[config.mk]
export PLATFORM = sky130hd
export DESIGN_NAME = psl_port
export DESIGN_NICKNAME = d
export VERILOG_FILES = /design/src/design/psl_pkg.sv /design/src/design/psl_buf.sv /design/src/design/psl_port.sv
export SDC_FILE = /design/constraint.sdc
export NUM_CORES = 1
export LEC_CHECK = 0
export ABC_AREA = 1
export BUFFER_PORTS_ARGS = -buffer_cell sky130_fd_sc_hd__buf_2
export CAP_MARGIN = 5
export CORE_UTILIZATION = 52
export DETAILED_ROUTE_END_ITERATION = 8
export PLACE_DENSITY = 0.75
export SYNTH_ARGS = -nofsm -noshare
export SYNTH_HDL_FRONTEND = slang
export SYNTH_SLANG_ARGS = --single-unit
[constraint.sdc]
create_clock -name i_clock -period 28.4 [get_ports i_clock]
set_input_delay 2.84 -clock i_clock [delete_from_list [all_inputs] [get_ports i_clock]]
set_output_delay 2.84 -clock i_clock [all_outputs]
set_load 0.03 [all_outputs]
[src/design/psl_pkg.sv]
// Shared constants, types and helpers of the pressure sensor link port
package psl_pkg;

  // ****************************************
  // Timing
  // ****************************************
  localparam int unsigned CLK_HZ = 100_000_000;
  localparam int unsigned CLK_PERIOD_NS = 10;
  localparam int unsigned BAUD = 38_400;
  localparam logic [11:0] BIT_CYCLES = 12'(CLK_HZ / BAUD);
  localparam logic [11:0] HALF_BIT_CYCLES = 12'(CLK_HZ / BAUD / 2);
  localparam int unsigned WAKE_NS = 75_000;
  localparam int unsigned WAKE_CYCLES = (WAKE_NS + CLK_PERIOD_NS - 1) / CLK_PERIOD_NS;
  localparam int unsigned FALLBACK_MS = 50;
  localparam int unsigned FALLBACK_CYCLES = FALLBACK_MS * (CLK_HZ / 1000);

  // ****************************************
  // Frame and word layout
  // ****************************************
  localparam int unsigned PD_WIDTH = 16;
  localparam int unsigned MEAS_WIDTH = 14;
  localparam int unsigned MEAS_LSB = 2;
  localparam int unsigned SWITCH_BIT = 0;
  localparam int unsigned CMD_PD_BIT = 7;
  localparam logic [13:0] MEAS_MAX = 14'h3fff;
  localparam logic [3:0] LAST_BIT_IDX = 4'h9;

  // ****************************************
  // Parameter access answers
  // ****************************************
  localparam logic [15:0] ANS_OK = 16'h0000;
  localparam logic [15:0] ERR_NO_INDEX = 16'h8011;
  localparam logic [15:0] ERR_NO_SUBINDEX = 16'h8012;
  localparam logic [15:0] ERR_DENIED = 16'h8023;
  localparam logic [15:0] ERR_RANGE = 16'h8030;
  localparam logic [15:0] ERR_OVERRUN = 16'h8033;
  localparam logic [15:0] ERR_UNDERRUN = 16'h8034;

  // ****************************************
  // Types
  // ****************************************
  typedef enum logic [2:0] {
    PERR_NONE = 3'h0,
    PERR_NO_INDEX = 3'h1,
    PERR_NO_SUBINDEX = 3'h2,
    PERR_DENIED = 3'h3,
    PERR_RANGE = 3'h4,
    PERR_OVERRUN = 3'h5,
    PERR_UNDERRUN = 3'h6
  } psl_perr_t;

  typedef enum logic [2:0] {
    ST_SIO = 3'b001,
    ST_LISTEN = 3'b010,
    ST_TX = 3'b100
  } psl_mode_t;

  typedef struct packed {
    logic switching_state_bit;
    logic [15:0] raw;
  } psl_sample_t;

  typedef struct packed {
    logic [15:0] lo;
    logic [15:0] hi;
    logic [15:0] gain;
  } psl_range_t;

  // ****************************************
  // Helpers
  // ****************************************
  // Clamp to range, offset, apply gain and saturate to fourteen bits
  function automatic logic [13:0] psl_scale(input logic [15:0] raw, input psl_range_t rng);
    logic [15:0] clip;
    logic [31:0] prod;
    clip = raw;
    if (raw < rng.lo)
      clip = rng.lo;
    if (raw > rng.hi)
      clip = rng.hi;
    prod = 32'(clip - rng.lo) * 32'(rng.gain);
    if (prod[31:16] > 16'(MEAS_MAX))
      return MEAS_MAX;
    return prod[29:16];
  endfunction

  // Answer word for a parameter access
  function automatic logic [15:0] psl_answer(input psl_perr_t code);
    unique case (code)
      PERR_NO_INDEX: return ERR_NO_INDEX;
      PERR_NO_SUBINDEX: return ERR_NO_SUBINDEX;
      PERR_DENIED: return ERR_DENIED;
      PERR_RANGE: return ERR_RANGE;
      PERR_OVERRUN: return ERR_OVERRUN;
      PERR_UNDERRUN: return ERR_UNDERRUN;
      default: return ANS_OK;
    endcase
  endfunction

  // Line character, LSB first: start, eight data, even parity, stop
  function automatic logic [10:0] psl_char(input logic [7:0] b);
    return {1'b1, ^b, b, 1'b0};
  endfunction

endpackage

[src/design/psl_buf.sv]
// Two-entry sample buffer with valid and ready on both sides
`timescale 1ns/1ns
module psl_buf #(
  parameter int unsigned W = 17
) (
  input wire logic i_clock,
  input wire logic i_reset,
  input wire logic i_in_valid,
  output logic o_in_ready,
  input wire logic [W-1:0] i_in_data,
  output logic o_out_valid,
  input wire logic i_out_ready,
  output logic [W-1:0] o_out_data
);

  typedef struct packed {
    logic [W-1:0] head;
    logic [W-1:0] tail;
    logic [1:0] cnt;
  } psl_buf_st_t;

  psl_buf_st_t s;
  psl_buf_st_t next_s;
  logic push;
  logic pop;

  // Handshake terms
  assign o_in_ready = (s.cnt != 2'h2);
  assign o_out_valid = (s.cnt != 2'h0);
  assign o_out_data = s.head;
  assign push = i_in_valid & o_in_ready;
  assign pop = o_out_valid & i_out_ready;

  // Entry and count update
  always_comb
  begin
    next_s = s;
    if (push && pop)
    begin
      if (s.cnt == 2'h1)
        next_s.head = i_in_data;
      else
      begin
        next_s.head = s.tail;
        next_s.tail = i_in_data;
      end
    end
    else if (pop)
    begin
      next_s.head = s.tail;
      next_s.cnt = s.cnt - 2'h1;
    end
    else if (push)
    begin
      if (s.cnt == 2'h0)
        next_s.head = i_in_data;
      else
        next_s.tail = i_in_data;
      next_s.cnt = s.cnt + 2'h1;
    end
  end

  // State register
  always_ff @(posedge i_clock)
  begin
    if (i_reset)
      s <= '0;
    else
      s <= next_s;
  end

endmodule // psl_buf

[src/design/psl_port.sv]
// Device end of the single-wire sensor link: standard IO and communication mode
`timescale 1ns/1ns
module psl_port #(
  parameter int unsigned WAKE_CYCLES = psl_pkg::WAKE_CYCLES,
  parameter int unsigned FALLBACK_CYCLES = psl_pkg::FALLBACK_CYCLES
) (
  input wire logic i_clock,
  input wire logic i_reset,
  input wire logic i_cq_in,
  output logic o_cq_out,
  output logic o_cq_oe,
  input wire logic i_sample_valid,
  output logic o_sample_ready,
  input wire psl_pkg::psl_sample_t i_sample,
  input wire psl_pkg::psl_range_t i_range,
  output logic o_param_req,
  output logic [6:0] o_param_index,
  input wire psl_pkg::psl_perr_t i_param_code,
  output logic o_frame_err,
  output logic o_comm_mode,
  output logic [15:0] o_pd_word
);

  // ****************************************
  // State
  // ****************************************
  typedef struct packed {
    psl_pkg::psl_mode_t mode;
    logic [2:0] sync;
    logic line;
    logic [15:0] wake_cnt;
    logic [23:0] idle_cnt;
    logic rx_busy;
    logic [11:0] bit_cnt;
    logic [3:0] bit_idx;
    logic [9:0] rx_sh;
    logic [10:0] tx_sh;
    logic second;
    logic [7:0] tx_low;
    logic [15:0] pd;
    logic param_req;
    logic [6:0] param_index;
    logic frame_err;
    logic cq_out;
    logic cq_oe;
  } psl_port_st_t;

  localparam psl_port_st_t RST = '{
    mode: psl_pkg::ST_SIO, sync: 3'h7, line: 1'b1, wake_cnt: 16'h0000,
    idle_cnt: 24'h000000, rx_busy: 1'b0, bit_cnt: 12'h000, bit_idx: 4'h0,
    rx_sh: 10'h3ff, tx_sh: 11'h7ff, second: 1'b0, tx_low: 8'h00, pd: 16'h0000,
    param_req: 1'b0, param_index: 7'h00, frame_err: 1'b0, cq_out: 1'b0, cq_oe: 1'b1
  };

  psl_port_st_t s;
  psl_port_st_t next_s;
  logic buf_valid;
  logic buf_ready;
  psl_pkg::psl_sample_t buf_data;

  // ****************************************
  // Sample buffer
  // ****************************************
  psl_buf #(
    .W($bits(psl_pkg::psl_sample_t))
  ) u_buf (
    .i_clock(i_clock),
    .i_reset(i_reset),
    .i_in_valid(i_sample_valid),
    .o_in_ready(o_sample_ready),
    .i_in_data(i_sample),
    .o_out_valid(buf_valid),
    .i_out_ready(buf_ready),
    .o_out_data(buf_data)
  );

  // Word stays still while it is on the line
  assign buf_ready = (s.mode != psl_pkg::ST_TX);

  // ****************************************
  // Next state
  // ****************************************
  always_comb
  begin
    logic [9:0] rx_next;
    logic [15:0] word;
    logic load_tx;
    rx_next = {s.line, s.rx_sh[9:1]};
    word = psl_pkg::ANS_OK;
    load_tx = 1'b0;
    next_s = s;
    next_s.param_req = 1'b0;
    next_s.frame_err = 1'b0;

    // Three-stage pin sync, level taken when stages two and three agree
    next_s.sync = {s.sync[1:0], i_cq_in};
    if (s.sync[1] == s.sync[2])
      next_s.line = s.sync[2];

    // Measurement and switch bit enter the word in one step
    if (buf_valid && buf_ready)
    begin
      next_s.pd = {psl_pkg::psl_scale(buf_data.raw, i_range), 1'b0,
                   buf_data.switching_state_bit};
    end

    unique case (s.mode)
      psl_pkg::ST_SIO:
      begin
        // Master pulling against our output for the wake time
        if (s.line != s.cq_out)
          next_s.wake_cnt = s.wake_cnt + 16'h0001;
        else
          next_s.wake_cnt = 16'h0000;
        if (s.wake_cnt >= 16'(WAKE_CYCLES - 1))
        begin
          next_s.mode = psl_pkg::ST_LISTEN;
          next_s.wake_cnt = 16'h0000;
          next_s.idle_cnt = 24'h000000;
          next_s.rx_busy = 1'b0;
        end
      end
      psl_pkg::ST_LISTEN:
      begin
        next_s.idle_cnt = s.idle_cnt + 24'h000001;
        if (s.param_req)
        begin
          word = psl_pkg::psl_answer(i_param_code);
          load_tx = 1'b1;
        end
        else if (!s.rx_busy)
        begin
          if (!s.line)
          begin
            next_s.rx_busy = 1'b1;
            next_s.bit_cnt = psl_pkg::HALF_BIT_CYCLES;
            next_s.bit_idx = 4'h0;
          end
          else if (s.idle_cnt >= 24'(FALLBACK_CYCLES - 1))
            next_s.mode = psl_pkg::ST_SIO;
        end
        else if (s.bit_cnt != 12'h000)
          next_s.bit_cnt = s.bit_cnt - 12'h001;
        else
        begin
          next_s.bit_cnt = psl_pkg::BIT_CYCLES - 12'h001;
          if (s.bit_idx == 4'h0)
          begin
            next_s.bit_idx = 4'h1;
            if (s.line)
              next_s.rx_busy = 1'b0;
          end
          else
          begin
            next_s.rx_sh = rx_next;
            next_s.bit_idx = s.bit_idx + 4'h1;
            if (s.bit_idx == psl_pkg::LAST_BIT_IDX + 4'h1)
            begin
              next_s.rx_busy = 1'b0;
              if (rx_next[9] && !(^rx_next[8:0]))
              begin
                next_s.idle_cnt = 24'h000000;
                if (rx_next[psl_pkg::CMD_PD_BIT])
                begin
                  word = s.pd;
                  load_tx = 1'b1;
                end
                else
                begin
                  next_s.param_req = 1'b1;
                  next_s.param_index = rx_next[6:0];
                end
              end
              else
                next_s.frame_err = 1'b1;
            end
          end
        end
      end
      psl_pkg::ST_TX:
      begin
        if (s.bit_cnt != 12'h000)
          next_s.bit_cnt = s.bit_cnt - 12'h001;
        else
        begin
          next_s.bit_cnt = psl_pkg::BIT_CYCLES - 12'h001;
          next_s.tx_sh = {1'b1, s.tx_sh[10:1]};
          next_s.bit_idx = s.bit_idx + 4'h1;
          if (s.bit_idx == psl_pkg::LAST_BIT_IDX + 4'h1)
          begin
            next_s.bit_idx = 4'h0;
            if (s.second)
            begin
              next_s.tx_sh = psl_pkg::psl_char(s.tx_low);
              next_s.second = 1'b0;
            end
            else
            begin
              next_s.mode = psl_pkg::ST_LISTEN;
              next_s.idle_cnt = 24'h000000;
            end
          end
        end
      end
      default:
        next_s.mode = psl_pkg::ST_SIO;
    endcase

    // Start a two-character answer, high byte first
    if (load_tx)
    begin
      next_s.mode = psl_pkg::ST_TX;
      next_s.tx_sh = psl_pkg::psl_char(word[15:8]);
      next_s.tx_low = word[7:0];
      next_s.second = 1'b1;
      next_s.bit_idx = 4'h0;
      next_s.bit_cnt = psl_pkg::BIT_CYCLES - 12'h001;
    end

    // One line drives both roles
    unique case (next_s.mode)
      psl_pkg::ST_SIO:
      begin
        next_s.cq_oe = 1'b1;
        next_s.cq_out = next_s.pd[psl_pkg::SWITCH_BIT];
      end
      psl_pkg::ST_TX:
      begin
        next_s.cq_oe = 1'b1;
        next_s.cq_out = next_s.tx_sh[0];
      end
      default:
      begin
        next_s.cq_oe = 1'b0;
        next_s.cq_out = 1'b1;
      end
    endcase
  end

  // ****************************************
  // Registers and outputs
  // ****************************************
  always_ff @(posedge i_clock)
  begin
    if (i_reset)
      s <= RST;
    else
      s <= next_s;
  end

  assign o_cq_out = s.cq_out;
  assign o_cq_oe = s.cq_oe;
  assign o_param_req = s.param_req;
  assign o_param_index = s.param_index;
  assign o_frame_err = s.frame_err;
  assign o_comm_mode = (s.mode != psl_pkg::ST_SIO);
  assign o_pd_word = s.pd;

endmodule // psl_port

==> summary.md, run 1 <==
| Metric | Value |
|---|---|
| Clock Skews | 0.00858 ns |
| Final setup fails | 0 |
| FF-to-FF Start | u_buf.o_out_data[1] |
| CP endpoint kind | flip-flop |
| Synth area leaders | fa_1, dfxtp_1, inv_1, ha_1, nand2_1 |
| Die ar. | 38,900 um2 |
| Yosys cell types | 57 |
| Yosys top cell by area | fa_1 |
| R2R depth | 42 |
| Measured slew at the worst slew-check pin | 1.03 ns |
| Sequential cell area fraction in the yosys report | 0.156 |
| Fmax achieved | 0.0744 GHz |
| Worst skew pair latency | 0.43 ns |
| Final Slew Violations | 0 |
| Max-cap viol count | 0 |
| Crit path time final | 13.44 ns |
| Setup slack, reg-to-reg | 17.12 ns |
| Largest net degree at the start of global routing | 69 |
| Max_slew headroom | 0.315 |
| Setup TNS | 0 ns |
| Number of global-route vias before repair | 17,196 |
| Post-CTS setup buffers | 0 |
| Clk buf depth | 2 |
| Worst min path class | reg -> reg |
| Clock slew at reported path FFs | 0.06 ns |
| CTS buffer count | 17 |
| Area Growth Syn to Fin | 6.37% |
| I/O pins | 101 |
| CP startpoint kind | input pin |
| H-tree lvl count | 4 |
| Final Hold Fails | 0 |
| Most frequent cells in the layout | inv_1, nand2_1, nor2_1, fa_1, dfxtp_1 |
| # rows | 71 |
| Clock sinks | 154 |
| Slowest cell on the critical path | xor2_1 |
| Share of the synthesized area in the top cell type | 0.263 |
| Cts repair resizes | 0 |
| Crit path buf inv count | 7 |
| DP HPWL | 42.2 mm |
| Global route overflow | 0 |
| RSZ-0062 raised after global routing | no |
| Status | completed |
| Most common cell on crit path | nand2_1 |
| Synthesized cell area | 19,800 um2 |
| Die span in y | 197 um |
| 1st-iter DRT viols | 1,265 |
| DRC | 0 |
| Final worst-path cycle share | 0.473 |
| Top FF cell, synth | dfxtp_1 |
| Final setup margin | 14.96 ns |
| Root Buffer | clkbuf_16 |
| Initial Util | 0.527 |
| Filler cells | 3,534 |
| Yosys reg bits | 154 |
| Req. time, crit path | 28.73 ns |
| Buffers added on ports | 99 |
| Critical path depth | 44 |
| WL final | 52.2 mm |
| Number of hold buffers added after CTS | 0 |
| Syn_nets | 3,158 |
| Synth warn | 0 |
| Placer Congestion | 0.962 |
| Critical path type | in -> reg |
| Antenna violations before repair | 1 |
| Setup crit end | o_pd_word[4] |
| Nets | 3,187 |
| Gr usage total | 0.279 |
| First-pass GRT wire length | 86.4 mm |
| CP arrival | 13.77 ns |
| Multi-input gate area | 13,900 um2 |
| Post-synth ARST share | 0 |
| Register area | 3080 um2 |
| Avg Synthesized Cell Area | 7.37 um2 |
| EDFF count, synth | 0 |
| DP Worst Slack | 14.73 ns |
| Cell area after layout | 21,100 um2 |
| Area after DPL | 20,500 um2 |
| Core area | 37,600 um2 |
| Largest stage delay on the critical path | 0.78 ns |
| Pre-antenna DRT Iters | 5 |
| Largest delay share family, worst path | adder cells |
| CTS tree | done |
| Post-DRT Antenna Nets | 0 |
| Share of cells above drive strength 1 | 0.0704 |
| Crit path from | i_range[33] |
| Via count | 17,404 |
| Commonest non-fill, non-tap cell in the layout | inv_1 |
| # diodes | 0 |
| Vias per Instance | 5.37 |
| DR WL/cell | 16.1 um |
| CP max FO | 24 |
| R2R Path End | o_pd_word[4] |
| Width of the die | 197 um |
| Synthesized instance count | 2,686 |
-- logic make-up (layout without fill, tap and decap cells) --
group / after synthesis / after routing / share of synthesized area
adder cells (fa/ha/maj): 400 / 400 / 0.351
buffers and inverters: 709 / 751 / 0.140
AO/OA/AOI/OAI: 364 / 364 / 0.105
AND/OR/NAND/NOR: 977 / 977 / 0.211
other: 1 / 1 / 0.000189
flip-flops: 154 / 154 / 0.156
XOR/XNOR: 74 / 74 / 0.0327
multiplexers: 7 / 7 / 0.00373
-- registers in the layout, summed over array words and instances, names as in the netlist --
register,count
o_param_req,1
o_cq_out,1
o_cq_oe,1
o_param_index,7
o_frame_err,1
u_buf.o_out_data,17
o_pd_word,15
u_buf.s,19
next_s,2
s,90
-- cell type report --
type | count | share of cell area
Clock buffer | 22 | 0.0216
Clock inverter | 10 | 0.00457
Inverter | 613 | 0.109
Multi-Input combinational cell | 1823 | 0.662
Sequential cell | 154 | 0.146
Tap cell | 511 | 0.0303
Timing Repair Buffer | 106 | 0.0260
-- cell usage after synthesis (42+ instances only) --
library cell	number
fa_1	260
nand2_1	438
nor2_1	313
nand4_1	42
dfxtp_1	154
xor2_1	46
o21ai_0	116
inv_1	591
ha_1	140
nand3_1	97
clkbuf_1	61
a21oi_1	144
-- routing by layer --
metal / vias to the layer above / global-route usage / wire (um)
li1: 8326 / - / -
met1: 8325 / 0.376 / 22400
met2: 634 / 0.461 / 24300
met3: 119 / 0.0427 / 3920
met4: 0 / 0.0867 / 1610
met5: - / 0 / 0
-- how the worst min path moves through the flow --
stage                            from     endpoint  slack, ns  cells after the start
after floorplan           next_s[116]  next_s[117]       0.39                      1
after global placement    next_s[116]  next_s[117]       0.39                      1
after detailed placement  next_s[116]  next_s[117]       0.40                      1
after CTS                 next_s[116]  next_s[117]       0.41                      1
after global routing      next_s[116]  next_s[117]       0.43                      1
final                     next_s[116]  next_s[117]       0.41                      1
-- stage by stage --
step,util,hold slack [ns],std cells
3_3_place_gp,0.546,0.392,3207
5_1_grt,0.561,0.431,3239
3_5_place_dp,0.546,0.398,3207
2_1_floorplan,-,0.389,2686
4_1_cts,0.561,0.413,3239
6_report,0.561,0.410,3239
Power of run 1 is not shown: default switching activity piles up to over one toggle a cycle in this logic, so the estimate is an artifact.
==> run 2: changes to the inputs <==
PLACE_DENSITY = 0.78   (was 0.75)
clock period = 11.5 ns   (was 28.4 ns; I/O delays follow)
==> run 2 against run 1 <==
Effect of this change:
- cell count grew 0.31%
- hold slack gained 0.013 ns
- design area grew 0.51%
- die area is the same
- routed wire length shrank 0.83%
- clock-buffer cell count shrank 4
- via count grew 0.95%
- register-to-register slack lost 16 ns
- non-clock buffer count grew 10
- core utilization grew 0.29 points
- critical path depth grew 4
- critical path type unchanged
- critical endpoint is now o_pd_word[5]
- largest cell class unchanged
- highest routed layer unchanged
==> summary.md, run 2 (synthesis results as in run 1) <==
| Metric | Value |
|---|---|
| Placer Congestion | 0.988 (+2.7%) |
| # diodes | 0 (unchanged) |
| Final worst-path cycle share | 0.933 |
| Slowest cell on the critical path | fa_1 |
| Share of cells above drive strength 1 | 0.0760 (+0.00559) |
| Most common cell on crit path | nand2_1 |
| DRC | 0 (unchanged) |
| Clock sinks | 154 (unchanged) |
| Crit path buf inv count | 9 (+2) |
| First-pass GRT wire length | 87.2 mm (+0.89%) |
| CP startpoint kind | input pin |
| DR WL/cell | 15.9 um (-1.1%) |
| Crit path time final | 10.73 ns |
| Buffers added on ports | 99 (unchanged) |
| Biggest register | s |
| WL final | 51.7 mm (-0.83%) |
| CTS buffer count | 17 (unchanged) |
| Pre-antenna DRT Iters | 5 (unchanged) |
| Final setup fails | 0 (unchanged) |
| Gr usage total | 0.280 (+0.00118) |
| Largest delay share family, worst path | adder cells |
| Post-CTS setup buffers | 0 (unchanged) |
| 1st-iter DRT viols | 1,278 (+1.0%) |
| CP endpoint kind | flip-flop |
| Die span in y | 197 um (unchanged) |
| Number of global-route vias before repair | 17,791 (+3.5%) |
| Root Buffer | clkbuf_16 |
| Final Slew Violations | 0 (unchanged) |
| Status | completed |
| Nets | 3,197 (+0.31%) |
| DP HPWL | 41.9 mm (-0.61%) |
| Area Growth Syn to Fin | 6.91% |
| Filler cells | 3,426 (-3.1%) |
| H-tree lvl count | 4 (unchanged) |
| CTS tree | done |
| Clock slew at reported path FFs | 0.07 ns (about the same) |
| Largest stage delay on the critical path | 0.55 ns (-0.23 ns) |
| Critical path type | in -> reg |
| Width of the die | 197 um (unchanged) |
| Setup TNS | 0 ns (unchanged) |
| Fmax achieved | 0.0932 GHz |
| Most frequent cells in the layout | inv_1, nand2_1, nor2_1, fa_1, dfxtp_1 |
| Post-DRT Antenna Nets | 0 (unchanged) |
| Largest net degree at the start of global routing | 70 (+1.4%) |
| Max_slew headroom | 0.252 (-0.0629) |
| Worst skew pair latency | 0.43 ns (about the same) |
| Worst min path class | reg -> reg |
| CP max FO | 14 (-42%) |
| Core area | 37,600 um2 (unchanged) |
| Vias per Instance | 5.41 (+0.64%) |
| # rows | 71 (unchanged) |
| Clock Skews | 0.0129 ns (+0.00431 ns) |
| Final Hold Fails | 0 (unchanged) |
| Commonest non-fill, non-tap cell in the layout | inv_1 |
| Max-cap viol count | 0 (unchanged) |
| I/O pins | 101 (unchanged) |
| Initial Util | 0.527 (unchanged) |
| Max reg flops | 90 (unchanged) |
| Die ar. | 38,900 um2 (unchanged) |
| Measured slew at the worst slew-check pin | 1.12 ns (+0.0943 ns) |
| Clk buf depth | 2 (unchanged) |
| RSZ-0062 raised after global routing | no |
| Via count | 17,569 (+0.95%) |
| CP arrival | 11.06 ns (-2.71 ns) |
| Antenna violations before repair | 0 (-1) |
| Req. time, crit path | 11.83 ns (-16.90 ns) |
| Global route overflow | 0 (unchanged) |
==> run 2: cell count changes in the layout (fill, tap and decap cells not counted), sizes merged <==
cell      previous run  this run
buf                106       116
clkbuf              22        18
clkinv              17        13
clkinvlp             4         6
inv                601       607
==> run 2: cell type report <==
| type | instances | area, um2 | share of cell area |
|---|---|---|---|
| Tap cell | 511 | 639 | 0.0302 |
| Sequential cell | 154 | 3080 | 0.146 |
| Timing Repair Buffer | 116 | 623 | 0.0294 |
| Inverter | 613 | 2300 | 0.109 |
| Multi-Input combinational cell | 1823 | 13900 | 0.659 |
| Clock inverter | 14 | 136 | 0.00644 |
| Clock buffer | 18 | 439 | 0.0207 |
==> run 2: path summary, 6_finish.rpt <==
path,start,to,slack [ns],cells past startpoint
max reg2reg,u_buf.o_out_data[1],o_pd_word[5],1.22,46
min reg2reg,next_s[116],next_s[117],0.42,1
max,i_range[33],o_pd_word[5],0.77,48
min,next_s[116],next_s[117],0.42,1
==> run 2: worst register-to-register path, delay by kind of cell (launching register included) <==
| family | cells | cell delay [ns] |
|---|---|---|
| flip-flops | 1 | 0.46 |
| XOR/XNOR | 1 | 0.15 |
| AO/OA/AOI/OAI | 10 | 1.55 |
| buffers and inverters | 7 | 0.79 |
| adder cells (fa/ha/maj) | 10 | 4.21 |
| AND/OR/NAND/NOR | 18 | 3.01 |
==> run 2: routing by layer <==
layer | wire (um) | up-vias | global-route usage
met3 | 3790 | 130 | 0.0423
met2 | 24500 | 692 | 0.468
li1 | - | 8348 | -
met4 | 1850 | 0 | 0.110
met5 | 0 | - | 0
met1 | 21600 | 8399 | 0.366
==> run 2: repair_timing <==
item / in CTS / in global routing
hold buffers: 0 / 0
hold endpoints to repair: 0 / 0
setup endpoints to repair: 0 / 14
resized for setup: 0 / 3
==> run 2: through the flow <==
| step | worst slack [ns] | utilization | cells | cell area, um2 | hold WS [ns] |
|---|---|---|---|---|---|
| after floorplan | 1.50 | - | 2686 | 19800 | 0.389 |
| after global placement | 0.575 | 0.548 | 3217 | 20600 | 0.392 |
| after detailed placement | 0.329 | 0.548 | 3217 | 20600 | 0.397 |
| after CTS | 0.768 | 0.563 | 3249 | 21200 | 0.422 |
| after global routing | 0.0744 | 0.564 | 3249 | 21200 | 0.439 |
| final | 0.766 | 0.564 | 3249 | 21200 | 0.423 |
Power of run 2 is left out for the same reason.
==> run 3: changes to the inputs <==
CORE_UTILIZATION = 58   (was 52)
PLACE_DENSITY = 0.85   (was 0.78)
SETUP_SLACK_MARGIN = 0.1   (was default)
==> run 3 against run 2 <==
Effect of this change:
- critical path depth rose by 2
- clock skew rose by 0.0027 ns
- non-clock buffer count is 1 lower
==> summary.md, run 3 (synthesis results as in run 1) <==
| Metric | Value |
|---|---|
| Status | completed |
| DR WL/cell | 16.4 um (+3.2%) |
| Number of global-route vias before repair | 17,900 (+0.61%) |
| Worst skew pair latency | 0.44 ns (about the same) |
| CP arrival | 10.91 ns (-0.15 ns) |
| Final setup fails | 0 (unchanged) |
| Most frequent cells in the layout | inv_1, nand2_1, nor2_1, fa_1, dfxtp_1 |
| Pre-antenna DRT Iters | 7 (+2) |
| WL final | 52.3 mm (+1.2%) |
| I/O pins | 101 (unchanged) |
| Clk buf depth | 2 (unchanged) |
| CTS buffer count | 17 (unchanged) |
| Die ar. | 34,900 um2 (-10%) |
| Area after DPL | 20,500 um2 (-0.42%) |
| Crit path time final | 10.58 ns (-0.158 ns) |
| CP endpoint kind | flip-flop |
| Cts repair resizes | 0 (unchanged) |
| Largest stage delay on the critical path | 0.54 ns (about the same) |
| First-pass GRT wire length | 86.5 mm (-0.78%) |
| CTS tree | done |
| DRC | 0 (unchanged) |
| Final Hold Fails | 0 (unchanged) |
| Cell area after layout | 21,100 um2 (-0.15%) |
| # rows | 67 (-5.6%) |
| Crit path buf inv count | 11 (+2) |
| Final Slew Violations | 0 (unchanged) |
| # diodes | 0 (unchanged) |
| Area Growth Syn to Fin | 6.75% |
| Clock Skews | 0.0156 ns (+0.00275 ns) |
| Commonest non-fill, non-tap cell in the layout | inv_1 |
| Final worst-path cycle share | 0.920 (-0.0137) |
| Post-DRT Antenna Nets | 0 (unchanged) |
| Clock slew at reported path FFs | 0.07 ns (about the same) |
| Max_slew headroom | 0.252 (+0.000422) |
| Measured slew at the worst slew-check pin | 1.12 ns (-0.00226 ns) |
| RSZ-0062 raised after global routing | no |
| Initial Util | 0.591 (+0.0636) |
| Largest delay share family, worst path | adder cells |
| Buffers added on ports | 99 (unchanged) |
| Share of cells above drive strength 1 | 0.0760 (about the same) |
| Post-CTS setup buffers | 0 (unchanged) |
| Clock sinks | 154 (unchanged) |
| Vias per Instance | 5.58 (+3.3%) |
| Largest net degree at the start of global routing | 70 (unchanged) |
| 1st-iter DRT viols | 1,627 (+27%) |
| Most common cell on crit path | nand2_1 |
| CP startpoint kind | input pin |
| Setup TNS | 0 ns (unchanged) |
| Fmax achieved | 0.0946 GHz (+1.5%) |
| Number of hold buffers added after CTS | 0 (unchanged) |
| Gr usage total | 0.306 (+0.0262) |
| Die span in y | 187 um (-5.3%) |
| Biggest register | s |
| Final Util | 0.631 (+0.0670) |
| Register area | 3080 um2 (unchanged) |
| Worst min path class | reg -> reg |
| Global route overflow | 0 (unchanged) |
| Root Buffer | clkbuf_16 |
| Req. time, crit path | 11.83 ns (about the same) |
| Via count | 17,785 (+1.2%) |
| Max reg flops | 90 (unchanged) |
| Slowest cell on the critical path | fa_1 |
| CP max FO | 14 (unchanged) |
| DP HPWL | 41.9 mm (about the same) |
| Width of the die | 187 um (-5.3%) |
| Filler cells | 2,891 (-16%) |
| H-tree lvl count | 4 (unchanged) |
| Nets | 3,196 (-0.031%) |
| Core area | 33,500 um2 (-11%) |
| Critical path type | in -> reg |
| Hold_ws | 0.414 ns (-0.00943 ns) |
| Multi-input gate area | 14,000 um2 (about the same) |
| Antenna violations before repair | 0 (unchanged) |
| Max-cap viol count | 0 (unchanged) |
| Placer Congestion | 0.987 (about the same) |
[run 3: worst paths after layout]
path / startpoint / slack (ns) / to / depth (start not counted)
setup / recovery: i_range[33] / 0.92 / o_pd_word[7] / 50
hold / removal: next_s[116] / 0.41 / next_s[117] / 1
setup reg to reg: u_buf.o_out_data[1] / 1.35 / o_pd_word[7] / 48
hold reg to reg: next_s[116] / 0.41 / next_s[117] / 1
[run 3: layout make-up]
class                           instances  share of cell area
Timing Repair Buffer                  115              0.0291
Sequential cell                       154               0.146
Clock inverter                         15             0.00941
Multi-Input combinational cell       1823               0.660
Clock buffer                           17              0.0201
Tap cell                              448              0.0265
Inverter                              613               0.109
[run 3: layer usage]
layer,vias to the layer above,part of all wire,GRT usage
met5,-,0,0
met4,0,0.040,0.127
met3,168,0.083,0.0602
met1,8498,0.40,0.384
li1,8348,-,-
met2,771,0.48,0.518
[run 3: stage by stage]
stage | cells | setup slack (ns)
global placement | 3153 | 0.651
finish | 3185 | 0.924
detailed placement | 3153 | 0.378
floorplan | 2686 | 1.50
CTS | 3185 | 0.801
global route | 3185 | 0.206
Power of run 3 is left out for the same reason.
